==> config.mk <==
export PLATFORM = sky130hd
export DESIGN_NAME = srbc_top
export DESIGN_NICKNAME = d
export VERILOG_FILES = /design/src/design/srbc_fifo.v /design/src/design/srbc_top.v
export VERILOG_INCLUDE_DIRS = /design/src /design/src/inc
export SDC_FILE = /design/constraint.sdc
export NUM_CORES = 1
export LEC_CHECK = 0
export BUFFER_PORTS_ARGS = -buffer_cell sky130_fd_sc_hd__buf_4
export CORE_ASPECT_RATIO = 0.5
export CORE_UTILIZATION = 35
export DETAILED_ROUTE_END_ITERATION = 10
export GPL_TIMING_DRIVEN = 0
export RECOVER_POWER = 50
export SETUP_SLACK_MARGIN = 0.2
export SLEW_MARGIN = 10
export SYNTH_ARGS = -nofsm -noshare
export SYNTH_HDL_FRONTEND = slang
export SYNTH_SLANG_ARGS = --single-unit
==> constraint.sdc <==
create_clock -name clk_sys_i -period 6.84 [get_ports clk_sys_i]
set_clock_uncertainty 0.1 [all_clocks]
set_input_delay 1.026 -clock clk_sys_i [delete_from_list [all_inputs] [get_ports clk_sys_i]]
set_output_delay 1.026 -clock clk_sys_i [all_outputs]
set_load 0.05 [all_outputs]
==> src/inc/srbc_map.vh <==
// Constants for the synchronous receive buffer control block.
// Assumes inclusion by bare name from the design file; definitions only.
// Overview of operation
// - Buffer-select bit reads 0 for primary set, 1 for secondary set.
// - Buffer-select toggles whenever a message transfer ends, good or failed.
// - Receiver idles while done flag of the selected buffer remains set.
// - Writing a buffer's character count register clears that buffer's done flag.
// - Select, match-enable and interrupt-enable are read/write, cleared by reset or init.
// - Match-enable acts only under the general byte protocol.
// - A character match posts a receive interrupt request.
// - Bit 4 of the receive control/status register always reads zero.
// - Receiver-active sets while a message is processed, clears on completion.
// - Receiver-active is read-only, cleared by reset, init or enable negation.
// - Receive enable gates all serial data processing and synchronization search.
`ifndef SRBC_MAP_VH
`define SRBC_MAP_VH
`define SRBC_BIT_ENA      0
`define SRBC_BIT_SEL      2
`define SRBC_BIT_MATCH    3
`define SRBC_BIT_UNUSED4  4
`define SRBC_BIT_IE       5
`define SRBC_BIT_ACT      6
`define SRBC_BIT_DONE_S   7
`define SRBC_BIT_ERR      14
`define SRBC_BIT_DONE_P   15
`define SRBC_CSR_RESET    16'h8080
`define SRBC_MATCH_RESET  8'h00
`define SRBC_FIFO_WIDTH   8
`define SRBC_FIFO_DEPTH   16
`define SRBC_FIFO_AW      4
`endif

==> src/design/srbc_fifo.v <==
// Synchronous FIFO of flip-flops for received characters.
// Assumes one clock and an active-low asynchronous reset.
`timescale 1ns/1ps
`default_nettype none
module srbc_fifo #(
	parameter WIDTH = 8,
	parameter DEPTH = 16,
	parameter AW    = 4
) (
	input  wire             clk_sys_i,
	input  wire             rst_b_i,
	input  wire             clr_i,
	input  wire [WIDTH-1:0] in_data_i,
	input  wire             in_valid_i,
	output wire             in_ready_o,
	output wire [WIDTH-1:0] out_data_o,
	output wire             out_valid_o,
	input  wire             out_ready_i
);
	reg [WIDTH-1:0] mem_ff [0:DEPTH-1];
	reg [AW-1:0]    wr_ff;
	reg [AW-1:0]    rd_ff;
	reg [AW:0]      cnt_ff;
	wire            push;
	wire            pop;
	localparam [AW:0] FULL_CNT = DEPTH;
	assign in_ready_o  = (cnt_ff != FULL_CNT);
	assign out_valid_o = (cnt_ff != {(AW+1){1'b0}});
	assign out_data_o  = mem_ff[rd_ff];
	assign push = in_valid_i & in_ready_o;
	assign pop  = out_valid_o & out_ready_i;
	genvar g;
	generate
		for (g = 0; g < DEPTH; g = g + 1) begin : g_ent
			localparam [AW-1:0] IDX = g;
			always @(posedge clk_sys_i or negedge rst_b_i) begin
				if (!rst_b_i)
					mem_ff[g] <= {WIDTH{1'b0}};
				else if (push && wr_ff == IDX)
					mem_ff[g] <= in_data_i;
			end
		end
	endgenerate
	always @(posedge clk_sys_i or negedge rst_b_i) begin
		if (!rst_b_i) begin
			wr_ff  <= {AW{1'b0}};
			rd_ff  <= {AW{1'b0}};
			cnt_ff <= {(AW+1){1'b0}};
		end else if (clr_i) begin
			wr_ff  <= {AW{1'b0}};
			rd_ff  <= {AW{1'b0}};
			cnt_ff <= {(AW+1){1'b0}};
		end else begin
			if (push)
				wr_ff <= wr_ff + 1'b1;
			if (pop)
				rd_ff <= rd_ff + 1'b1;
			if (push && !pop)
				cnt_ff <= cnt_ff + 1'b1;
			else if (pop && !push)
				cnt_ff <= cnt_ff - 1'b1;
		end
	end
endmodule
`default_nettype wire

==> src/design/srbc_top.v <==
// Receive control/status logic: buffer alternation, character match, active flag.
// Assumes characters and message events come from receiver logic on clk_sys_i;
// csr_wr_i/csr_wdata_i/csr_rdata_o form a word-only register port; dma side drains the FIFO.
`timescale 1ns/1ps
`default_nettype none
`include "srbc_map.vh"
module srbc_top (
	input  wire        clk_sys_i,
	input  wire        rst_b_i,
	input  wire        bus_init_i,
	input  wire        csr_wr_i,
	input  wire [15:0] csr_wdata_i,
	output reg  [15:0] csr_rdata_o,
	input  wire        match_wr_i,
	input  wire [7:0]  match_wdata_i,
	input  wire        cnt_pri_wr_i,
	input  wire        cnt_sec_wr_i,
	input  wire        general_byte_protocol_mode_i,
	input  wire        msg_start_i,
	input  wire [7:0]  rx_char_i,
	input  wire        rx_char_valid_i,
	output reg         rx_char_ready_o,
	input  wire        msg_end_i,
	input  wire        msg_error_i,
	output reg  [7:0]  dma_data_o,
	output reg         dma_valid_o,
	input  wire        dma_ready_i,
	output reg         rx_enabled_o,
	output reg         buf_sel_o,
	output reg         irq_o
);
	// ****************************************************************
	// Control and status state
	// ****************************************************************
	reg        ena_ff;
	reg        sel_ff;
	reg        match_en_ff;
	reg        ie_ff;
	reg        act_ff;
	reg        done_p_ff;
	reg        done_s_ff;
	reg        err_ff;
	reg [7:0]  match_ff;
	reg        match_hit_ff;
	wire       clr;
	wire       sel_done;
	wire       run;
	wire       take;
	wire       fifo_in_ready;
	wire [7:0] fifo_out_data;
	wire       fifo_out_valid;
	wire       fifo_pop;
	wire       msg_fin;
	wire       ena_rise;
	reg  [15:0] nxt_rdata;

	assign clr      = bus_init_i;
	assign sel_done = sel_ff ? done_s_ff : done_p_ff;
	assign run      = ena_ff & ~sel_done;
	// Ready is only offered while running with room, so the handshake alone takes a character.
	assign take     = rx_char_valid_i & rx_char_ready_o;
	assign msg_fin  = run & (msg_end_i | msg_error_i);
	assign ena_rise = csr_wr_i & csr_wdata_i[`SRBC_BIT_ENA] & ~ena_ff;
	assign fifo_pop = dma_valid_o & dma_ready_i;

	// ****************************************************************
	// Register updates
	// ****************************************************************
	always @(posedge clk_sys_i or negedge rst_b_i) begin
		if (!rst_b_i) begin
			ena_ff      <= 1'b0;
			sel_ff      <= 1'b0;
			match_en_ff <= 1'b0;
			ie_ff       <= 1'b0;
			act_ff      <= 1'b0;
			done_p_ff   <= 1'b1;
			done_s_ff   <= 1'b1;
			err_ff      <= 1'b0;
			match_ff    <= `SRBC_MATCH_RESET;
		end else if (clr) begin
			ena_ff      <= 1'b0;
			sel_ff      <= 1'b0;
			match_en_ff <= 1'b0;
			ie_ff       <= 1'b0;
			act_ff      <= 1'b0;
			done_p_ff   <= 1'b1;
			done_s_ff   <= 1'b1;
			err_ff      <= 1'b0;
			match_ff    <= `SRBC_MATCH_RESET;
		end else begin
			if (csr_wr_i) begin
				ena_ff      <= csr_wdata_i[`SRBC_BIT_ENA];
				match_en_ff <= csr_wdata_i[`SRBC_BIT_MATCH];
				ie_ff       <= csr_wdata_i[`SRBC_BIT_IE];
			end
			if (ena_rise)
				err_ff <= 1'b0;
			if (match_wr_i)
				match_ff <= match_wdata_i;
			// Count writes clear done; a completing message in the same cycle wins.
			if (cnt_pri_wr_i)
				done_p_ff <= 1'b0;
			if (cnt_sec_wr_i)
				done_s_ff <= 1'b0;
			if (csr_wr_i)
				sel_ff <= csr_wdata_i[`SRBC_BIT_SEL];
			if (run && msg_start_i)
				act_ff <= 1'b1;
			if (csr_wr_i && !csr_wdata_i[`SRBC_BIT_ENA])
				act_ff <= 1'b0;
			if (msg_fin) begin
				sel_ff <= ~sel_ff;
				act_ff <= 1'b0;
				if (sel_ff)
					done_s_ff <= 1'b1;
				else
					done_p_ff <= 1'b1;
				if (msg_error_i) begin
					err_ff <= 1'b1;
					ena_ff <= 1'b0;
				end
			end
		end
	end

	// ****************************************************************
	// Character match and outputs
	// ****************************************************************
	always @(posedge clk_sys_i or negedge rst_b_i) begin
		if (!rst_b_i) begin
			match_hit_ff    <= 1'b0;
			irq_o           <= 1'b0;
			rx_char_ready_o <= 1'b0;
			rx_enabled_o    <= 1'b0;
			buf_sel_o       <= 1'b0;
			csr_rdata_o     <= 16'h0000;
		end else begin
			match_hit_ff    <= take & match_en_ff & general_byte_protocol_mode_i &
				(rx_char_i == match_ff[7:0]);
			irq_o           <= ie_ff & (done_p_ff | done_s_ff | err_ff |
				match_hit_ff);
			// Ready drops for a cycle after any event that may stop the receiver or fill the FIFO.
			rx_char_ready_o <= run & fifo_in_ready & ~take & ~csr_wr_i & ~msg_fin & ~clr;
			rx_enabled_o    <= run;
			buf_sel_o       <= sel_ff;
			csr_rdata_o     <= nxt_rdata;
		end
	end

	always @* begin
		nxt_rdata = 16'h0000;
		nxt_rdata[`SRBC_BIT_ENA]     = ena_ff;
		nxt_rdata[`SRBC_BIT_SEL]     = sel_ff;
		nxt_rdata[`SRBC_BIT_MATCH]   = match_en_ff;
		nxt_rdata[`SRBC_BIT_UNUSED4] = 1'b0;
		nxt_rdata[`SRBC_BIT_IE]      = ie_ff;
		nxt_rdata[`SRBC_BIT_ACT]     = act_ff;
		nxt_rdata[`SRBC_BIT_DONE_S]  = done_s_ff;
		nxt_rdata[`SRBC_BIT_ERR]     = err_ff;
		nxt_rdata[`SRBC_BIT_DONE_P]  = done_p_ff;
	end

	// ****************************************************************
	// Character buffer toward memory
	// ****************************************************************
	srbc_fifo #(
		.WIDTH(`SRBC_FIFO_WIDTH),
		.DEPTH(`SRBC_FIFO_DEPTH),
		.AW   (`SRBC_FIFO_AW)
	) u_fifo (
		.clk_sys_i  (clk_sys_i),
		.rst_b_i    (rst_b_i),
		.clr_i      (clr),
		.in_data_i  (rx_char_i),
		.in_valid_i (take),
		.in_ready_o (fifo_in_ready),
		.out_data_o (fifo_out_data),
		.out_valid_o(fifo_out_valid),
		.out_ready_i(~dma_valid_o | dma_ready_i)
	);

	always @(posedge clk_sys_i or negedge rst_b_i) begin
		if (!rst_b_i) begin
			dma_valid_o <= 1'b0;
			dma_data_o  <= 8'h00;
		end else if (clr) begin
			dma_valid_o <= 1'b0;
		end else if (!dma_valid_o || dma_ready_i) begin
			dma_valid_o <= fifo_out_valid;
			dma_data_o  <= fifo_out_data;
		end
	end
	wire unused_pop = fifo_pop;
endmodule
`default_nettype wire

==> results.md, run 1 <==
- Run status: finished, final reports clean
- Required time of the worst setup path: 7.10 ns
- Slew margin rel.: 0.266
- Number of I/O port buffers: 51
- Logic pwr share: 0.231
- Sequential-to-total area share from yosys stat: 0.539
- Most used cell, CP: a21o_1
- H-tree levels: 4
- RD Place Congestion: 0.794
- Core ar.: 23000 um^2
- Layout area overhead: 17.2%
- Antenna-violating nets left: 0
- Antenna Cells: 0
- CP delay by family, top: simple AND/OR/NAND/NOR gates
- Worst slew pin tran: 1.10 ns
- CTS buffer count: 17
- Crit path buf inv count: 1
- Int Pwr: 1890 uW
- R2R Path Start: u_fifo.cnt_ff[0]
- Clk_lat worst skew: 0.43 ns
- FMAX: 295 MHz
- Slowest cell on crit path: or4_1
- Global route total overflow: 0
- WP data arrival: 3.65 ns
- Setup Buffers After CTS: 0
- Cell Area, Synth: 8260 um^2
- CTS Hold Bufs: 0
- Reg-to-reg setup timing slack: 3.45 ns
- Final-report max-slew violation count: 0
- Async SR Flop Fraction: 1.00
- Final #Nets: 710
- Gr usage total: 0.166
- Critical path peak fanout: 8
- Io pins: 74
- Filler cells: 2103
- Final period utilization: 0.496
- TritonCTS clock tree: built
- Die Height: 111 um
- First-pass DRT Iterations: 4
- Flop pwr share: 0.422
- Vias per cell: 5.05
- Total Neg Setup Slack: 0 ns
- Row cnt: 39
- CTS max path bufs: 2
- Mapped Cells: 577
- Primary FF master, synth: dfrtp_1
- Largest net degree at the start of global routing: 96
- Cell area after layout: 9680 um^2
- Synth Area per Inst: 14.3 um^2
- Die ar.: 24300 um^2
- Vias in the first global route: 5148
- NetSw: 833 uW
- Total wire length: 18600 um
- Root Buffer: clkbuf_16
- Routed len/inst: 19.1 um
- Clk pin slew, worst setup/hold paths: 0.06 ns
- Worst vdd ir: 0.171 mV
- Tot Pwr: 2720 uW
- Initial antenna violation count: 0
- Synth Warn #: 0
- Worst hold endpoint: csr_rdata_o[6]
- CP startpoint kind: flop
- HP Start: act_ff
- Setup CP Type: flop to flop
- Clock network power share: 0.347
- Setup-failing EPs final: 0
- Post-synth EDFFs: 0
- Post-synthesis cell type count: 55
- PD cells: 281 nW/um^2
- RSZ-0062 raised after global routing: false
- PostCTS Resize Cnt: 0
- Initial Util: 0.359
- Non-filler cells, final: 972
- Sequence of cells on the critical path: or4_1 > buf_4 > o21ai_4 > nand2_1 > fa_1 > a21o_1 > a21o_1 > or4b_1 > nand4_1
- DRC viols: 0
- Worst Hold Class: flop to flop
- Final Hold Violating Endpoints: 0
- Worst R2R End: u_fifo.cnt_ff[4]
- Flops & latches, synth: 178
- Placed cell area: 9110 um^2
- Worst Reg-to-Reg Cells: 9
- Layout cells sized above 1: 0.420
- Routed vias: 4910
- CTS sink cnt: 178
- Finished Core Util: 0.421
- Initial DRC count: 241
- Highest cell delay on the worst timing path: 0.54 ns
- CP endpoint kind: flop
- Post-Place Cells: 943
- Switch share: 0.306
- Max-Cap Viols: 0
- Estimated wirelength of the detail-placed design: 12900 um
- Hold path depth: 0
- First-pass GRT wire length: 30000 um
- Minimum clock period: 3.39 ns
- Leakage: 0.00454 uW
- Die W: 219 um
worst max path at each step:
stage                     slack (ns)  depth (start not counted)          endpoint        startpoint
final                           3.45                          9  u_fifo.cnt_ff[4]  u_fifo.cnt_ff[0]
after global routing            3.25                          9  u_fifo.cnt_ff[4]  u_fifo.cnt_ff[0]
after CTS                       3.44                          9  u_fifo.cnt_ff[4]  u_fifo.cnt_ff[0]
after detailed placement        3.20                          9  u_fifo.cnt_ff[4]   rx_char_valid_i
after global placement          3.23                          9  u_fifo.cnt_ff[4]   rx_char_valid_i
after floorplan                 3.54                          8  u_fifo.cnt_ff[4]   rx_char_valid_i
metal layers:
metal | track usage | part of all wire | vias up | wire length, um
met1 | 0.239 | 0.49 | 2594 | 9020
met2 | 0.252 | 0.48 | 55 | 8830
li1 | - | - | 2243 | -
met3 | 0.0262 | 0.026 | 18 | 484
met4 | 0.0574 | 0.012 | 0 | 225
met5 | 0 | 0 | - | 0
power by group through the flow:
stage | sequential [uW] | combinational, uW | clock [uW]
floorplan | 1220 | 382 | 0
global route | 1160 | 683 | 1010
finish | 1150 | 628 | 944
CTS | 1150 | 638 | 962
global placement | 1170 | 626 | 0
detailed placement | 1170 | 637 | 0
metrics by stage:
stage / hold WS (ns) / setup WS [ns]
2_1_floorplan: 0.254 / 3.54
3_3_place_gp: 0.265 / 3.23
3_5_place_dp: 0.265 / 3.20
4_1_cts: 0.282 / 3.44
5_1_grt: 0.294 / 3.25
6_report: 0.280 / 3.45
Yosys cell counts (2+ instances only):
cell,n,area (um^2)
a21o_1,2,15.0
dfrtp_1,176,4400
buf_2,7,35.0
nand4_1,4,25.0
ha_1,9,113
clkbuf_1,18,67.6
nor4_2,4,50.1
mux4_2,30,676
nand2b_1,2,12.5
nor2_1,39,146
dfstp_2,2,52.6
and3_1,2,12.5
o21ai_0,3,15.0
o211ai_1,4,30.0
a221o_1,9,90.1
inv_1,7,26.3
and2_1,2,12.5
nand3_1,4,20.0
nor3_1,3,15.0
xnor2_1,10,87.6
nor4_1,2,12.5
mux2_2,139,1570
mux2i_1,24,240
buf_4,14,105
xor2_1,5,43.8
nor2b_1,2,12.5
or3_1,4,25.0
a21oi_1,6,30.0
nand2_1,15,56.3
buf_1,4,15.0
registers in the layout, indices dropped and copies added, names as in the netlist:
name and cells:
act_ff 1, csr_rdata_o 8, dma_data_o 8, dma_valid_o 1
done_p_ff 1, done_s_ff 1, ena_ff 1, err_ff 1
ie_ff 1, irq_o 1, match_en_ff 1, match_ff 8
match_hit_ff 1, rx_char_ready_o 1, rx_enabled_o 1, sel_ff 1
u_fifo.cnt_ff 5, u_fifo.mem_ff 128, u_fifo.rd_ff 4, u_fifo.wr_ff 4
area by class of cell:
class	instances	area (um^2)	area share
well taps	307	384	0.0397
multi-input cells	355	3610	0.373
flip-flops and latches	178	4460	0.460
repair buffers	52	414	0.0428
inverters	8	30.0	0.00310
clock buffers	22	484	0.0500
clock inverters	7	75.1	0.00775
plain buffers	43	223	0.0230
kinds of logic (layout without fill, tap and decap cells):
group	after synthesis	in the layout	synth area share
AND/OR/NAND/NOR	88	88	0.0532
XOR/XNOR	16	16	0.0192
flip-flops	178	178	0.539
adder cells (fa/ha/maj)	10	10	0.0161
AO/OA/AOI/OAI	38	38	0.0376
other	1	8	0.000454
buffers and inverters	51	132	0.0306
multiplexers	195	195	0.303
worst reg2reg max path, cell delays in order, from the launching register on:
cell,delay [ns]
dfrtp_1,0.45
or4_1,0.54
buf_4,0.19
o21ai_4,0.32
nand2_1,0.24
fa_1,0.52
a21o_1,0.21
a21o_1,0.19
or4b_1,0.47
nand4_1,0.10
cells in the final DEF (no fill, tap or decap), types with 3 or more instances in the layout:
cell / count
a21oi_1: 6
o21ai_0: 3
mux2i_1: 24
buf_2: 7
inv_1: 7
or3_1: 4
conb_1: 8
clkbuf_1: 20
ha_1: 9
dfrtp_1: 176
nor3_1: 3
xnor2_1: 10
mux4_2: 30
clkbuf_8: 4
buf_4: 62
o211ai_1: 4
xor2_1: 5
clkbuf_16: 17
nor4_4: 4
a221o_1: 9
nand3_1: 4
mux2_2: 139
nor2_1: 39
nand2_1: 15
nand4_1: 4
buf_1: 4
(Power assumes the default switching activity.)
==> inputs of run 2 (changes only) <==
--- a/config.mk
+++ b/config.mk
@@ -6,6 +6,7 @@
 export SDC_FILE = /design/constraint.sdc
 export NUM_CORES = 1
 export LEC_CHECK = 0
+export ABC_AREA = 1
 export BUFFER_PORTS_ARGS = -buffer_cell sky130_fd_sc_hd__buf_4
 export CORE_ASPECT_RATIO = 0.5
 export CORE_UTILIZATION = 35
==> constraint.sdc (replaced) <==
create_clock -name clk_sys_i -period 3.2 [get_ports clk_sys_i]
set_clock_uncertainty 0.1 [all_clocks]
set_input_delay 0.48 -clock clk_sys_i [delete_from_list [all_inputs] [get_ports clk_sys_i]]
set_output_delay 0.48 -clock clk_sys_i [all_outputs]
set_load 0.05 [all_outputs]
==> run 2 against run 1 <==
Net effect:
- maximum frequency up 29%
- combinational power rose to 3.0 times the previous value
- critical path type unchanged
- core utilization down 0.63 points
- largest cell class unchanged
- register-to-register slack worse by 2.9 ns
- final cell count up 43%
- final area down 2.1%
- count of clock-buffer cells in the layout down 2
==> results.md, run 2 <==
- Multi-input gate area: 3270 um^2 (was 3610 um^2)
- Setup-failing EPs final: 0 (unchanged)
- CTS buffer count: 17 (unchanged)
- Die ar.: 24000 um^2 (was 24300 um^2)
- Initial antenna violation count: 0 (unchanged)
- Primary FF master, synth: dfrtp_1 (unchanged)
- Int Pwr: 3980 uW (was 1890 uW)
- Commonest non-fill, non-tap cell in the layout: nand2_1 (was dfrtp_1)
- Required time of the worst setup path: 3.44 ns (was 7.10 ns)
- Sequence of cells on the critical path: nor2_1 > nand3_2 > nand2_1 > inv_2 > buf_6 > nand2_2 > ha_1 > a21oi_1 > nand2_1 > nand2_1 > nand2_1 > nand2_1 > nand2_1 > nand2_1 > nand2_1 (was or4_1 > buf_4 > o21ai_4 > nand2_1 > fa_1 > a21o_1 > a21o_1 > or4b_1 > nand4_1)
- Leakage: 0.00437 uW (was 0.00454 uW)
- Clock network power share: 0.319 (was 0.347)
- Logic pwr share: 0.296 (was 0.231)
- FF+latch area: 4460 um^2 (unchanged)
- DRC viols: 0 (unchanged)
- Number of I/O port buffers: 52 (was 51)
- Vias in the first global route: 6586 (was 5148)
- Flop pwr share: 0.385 (was 0.422)
- Initial Util: 0.358 (was 0.359)
- Max reg flops: 128 (unchanged)
- Worst Hold Class: input pin to flop (was flop to flop)
- H-tree levels: 4 (unchanged)
- PD cells: 682 nW/um^2 (was 281 nW/um^2)
- Estimated wirelength of the detail-placed design: 16900 um (was 12900 um)
- First-pass DRT Iterations: 5 (was 4)
- Synth Warn #: 0 (unchanged)
- Vias per cell: 5.06 (was 5.05)
- Sequential-to-total area share from yosys stat: 0.546 (was 0.539)
- RD Place Congestion: 0.894 (was 0.794)
- Global route total overflow: 0 (unchanged)
- Worst vdd ir: 0.469 mV (was 0.171 mV)
- Worst slew pin tran: 1.36 ns (was 1.10 ns)
- Antenna-violating nets left: 0 (unchanged)
- Max-Cap Viols: 0 (unchanged)
- Cell Area, Synth: 8170 um^2 (was 8260 um^2)
- Switch share: 0.384 (was 0.306)
- Setup CP Type: flop to flop (unchanged)
- Final Hold Violating Endpoints: 0 (unchanged)
- Final-report max-slew violation count: 0 (unchanged)
- Reg with most FFs: u_fifo.mem_ff (unchanged)
- Core ar.: 22800 um^2 (was 23000 um^2)
- Synth area leader: dfrtp_1 (unchanged)
- Die W: 218 um (was 219 um)
- CTS Hold Bufs: 1 (was 0)
- Initial DRC count: 672 (was 241)
- Total wire length: 23800 um (was 18600 um)
- Post-synth EDFFs: 0 (unchanged)
- Area contributors post-synth: dfrtp_1, nand2_1, o21ai_1, nand3_1, inv_1 (was dfrtp_1, mux2_2, mux4_2, mux2i_1, nor2_1)
- Filler cells: 2355 (was 2103)
- First-pass GRT wire length: 37600 um (was 30000 um)
- Commonest cells in the netlist: nand2_1, dfrtp_1, o21ai_1 (was dfrtp_1, mux2_2, nor2_1)
- CTS max path bufs: 2 (unchanged)
- Post-Place Cells: 1357 (was 943)
- Finished Core Util: 0.415 (was 0.421)
- Clk pin slew, worst setup/hold paths: 0.07 ns (was 0.06 ns)
- Mapped Cells: 990 (was 577)
- Non-filler cells, final: 1390 (was 972)
- PostCTS Resize Cnt: 0 (unchanged)
- Async SR Flop Fraction: 1.00 (unchanged)
- Total Neg Setup Slack: 0 ns (unchanged)
- Largest net degree at the start of global routing: 100 (was 96)
- Final #Nets: 1125 (was 710)
- Slew margin rel.: 0.0930 (was 0.266)
- Gr usage total: 0.211 (was 0.166)
- Row cnt: 39 (unchanged)
- Layout area overhead: 16.0% (was 17.2%)
- FMAX: 379 MHz (was 295 MHz)
- Highest cell delay on the worst timing path: 0.44 ns (was 0.54 ns)
- Critical path peak fanout: 12 (was 8)
- Most used cell, CP: nand2_1 (was a21o_1)
- Final period utilization: 0.825 (was 0.496)
- Routed wl met2: 10100 um (was 8830 um)
- Die Height: 110 um (was 111 um)
- Layout cells sized above 1: 0.0960 (was 0.420)
- Io pins: 74 (unchanged)
- Antenna Cells: 0 (unchanged)
- Slowest cell on crit path: dfrtp_1 (was or4_1)
- CP delay by family, top: simple AND/OR/NAND/NOR gates (unchanged)
- Synth Area per Inst: 8.25 um^2 (was 14.3 um^2)
- Flops & latches, synth: 178 (unchanged)
- Yosys top cell area share: 0.539 (was 0.533)
- Routed vias: 7040 (was 4910)
- Crit path buf inv count: 2 (was 1)
- Metal1 wirelength: 11500 um (was 9020 um)
- TritonCTS clock tree: built (unchanged)
- CP startpoint kind: flop (unchanged)
- Routed met3 length: 1720 um (was 484 um)
- Most numerous cell in the Yosys netlist: nand2_1 (was dfrtp_1)
- Commonest cells after routing, fill and taps aside: nand2_1, dfrtp_1, o21ai_1 (was dfrtp_1, mux2_2, buf_4)
- Minimum clock period: 2.64 ns (was 3.39 ns)
- Topmost layer with routed signal wires: met4 (unchanged)
- Root Buffer: clkbuf_16 (unchanged)
- Setup Buffers After CTS: 0 (unchanged)
- CP endpoint kind: flop (unchanged)
- Clk_lat worst skew: 0.45 ns (was 0.43 ns)
- RSZ-0062 raised after global routing: false (unchanged)
- NetSw: 2480 uW (was 833 uW)
- CTS sink cnt: 178 (unchanged)
- Post-synthesis cell type count: 31 (was 55)
- Run status: finished, final reports clean (unchanged)
- WP data arrival: 2.88 ns (was 3.65 ns)
- Routed len/inst: 17.1 um (was 19.1 um)
[run 2: worst paths after layout]
kind | startpoint | endpoint | slack (ns) | cells after the start
hold / removal | cnt_sec_wr_i | done_s_ff | 0.09 | 2
min in group asynchronous | rst_b_i | u_fifo.mem_ff[10] | 0.52 | 2
setup / recovery | u_fifo.cnt_ff[0] | u_fifo.cnt_ff[4] | 0.56 | 15
max in group asynchronous | rst_b_i | dma_valid_o | 0.66 | 3
setup reg to reg | u_fifo.cnt_ff[0] | u_fifo.cnt_ff[4] | 0.56 | 15
hold reg to reg | ie_ff | csr_rdata_o[5] | 0.28 | 0
[run 2: power groups by stage]
stage               sequential (uW)  clock, uW  combinational (uW)
global placement               2530          0                1920
finish                         2490       2060                1910
floorplan                      2700          0                1040
global route                   2510       2200                2090
CTS                            2490       2100                1940
detailed placement             2530          0                1930
[run 2: final cells by class]
type                    count  area share
flip-flops and latches    178       0.470
multi-input cells         713       0.345
clock buffers              20      0.0471
well taps                 307      0.0405
repair buffers             54      0.0351
plain buffers              64      0.0324
inverters                  42      0.0166
clock inverters            12      0.0129
[run 2: metal layers]
layer  global-route usage  vias to the layer above
li1                     -                     3386
met4               0.0639                        0
met1                0.303                     3375
met5                    0                        -
met3               0.0549                       33
met2                0.310                      246
[run 2: logic make-up (layout without fill, tap and decap cells)]
group,after synthesis,in the layout,share of synthesized area
AND/OR/NAND/NOR,524,524,0.271
flip-flops,178,178,0.546
AO/OA/AOI/OAI,164,164,0.102
buffers and inverters,106,192,0.0568
other,1,8,0.000459
XOR/XNOR,7,7,0.00751
adder cells (fa/ha/maj),10,10,0.0162
[run 2: worst reg2reg max path, cell delays in order (launching register included)]
cell and delay [ns]:
dfrtp_1 0.44, nor2_1 0.20, nand3_2 0.11, nand2_1 0.26, inv_2 0.12, buf_6 0.17
nand2_2 0.20, ha_1 0.31, a21oi_1 0.18, nand2_1 0.08, nand2_1 0.08, nand2_1 0.05
nand2_1 0.06, nand2_1 0.06, nand2_1 0.06, nand2_1 0.05
[run 2: metrics by stage]
step                cell area (um^2)  hold WS [ns]  power (uW)  worst slack, ns
floorplan                       8190        0.0844        3740            0.724
global placement                8970         0.259        4450            0.466
detailed placement              9000         0.264        4460            0.629
CTS                             9580        0.0757        6530            0.670
global route                    9470        0.0895        6790            0.264
finish                          9470        0.0945        6460            0.561
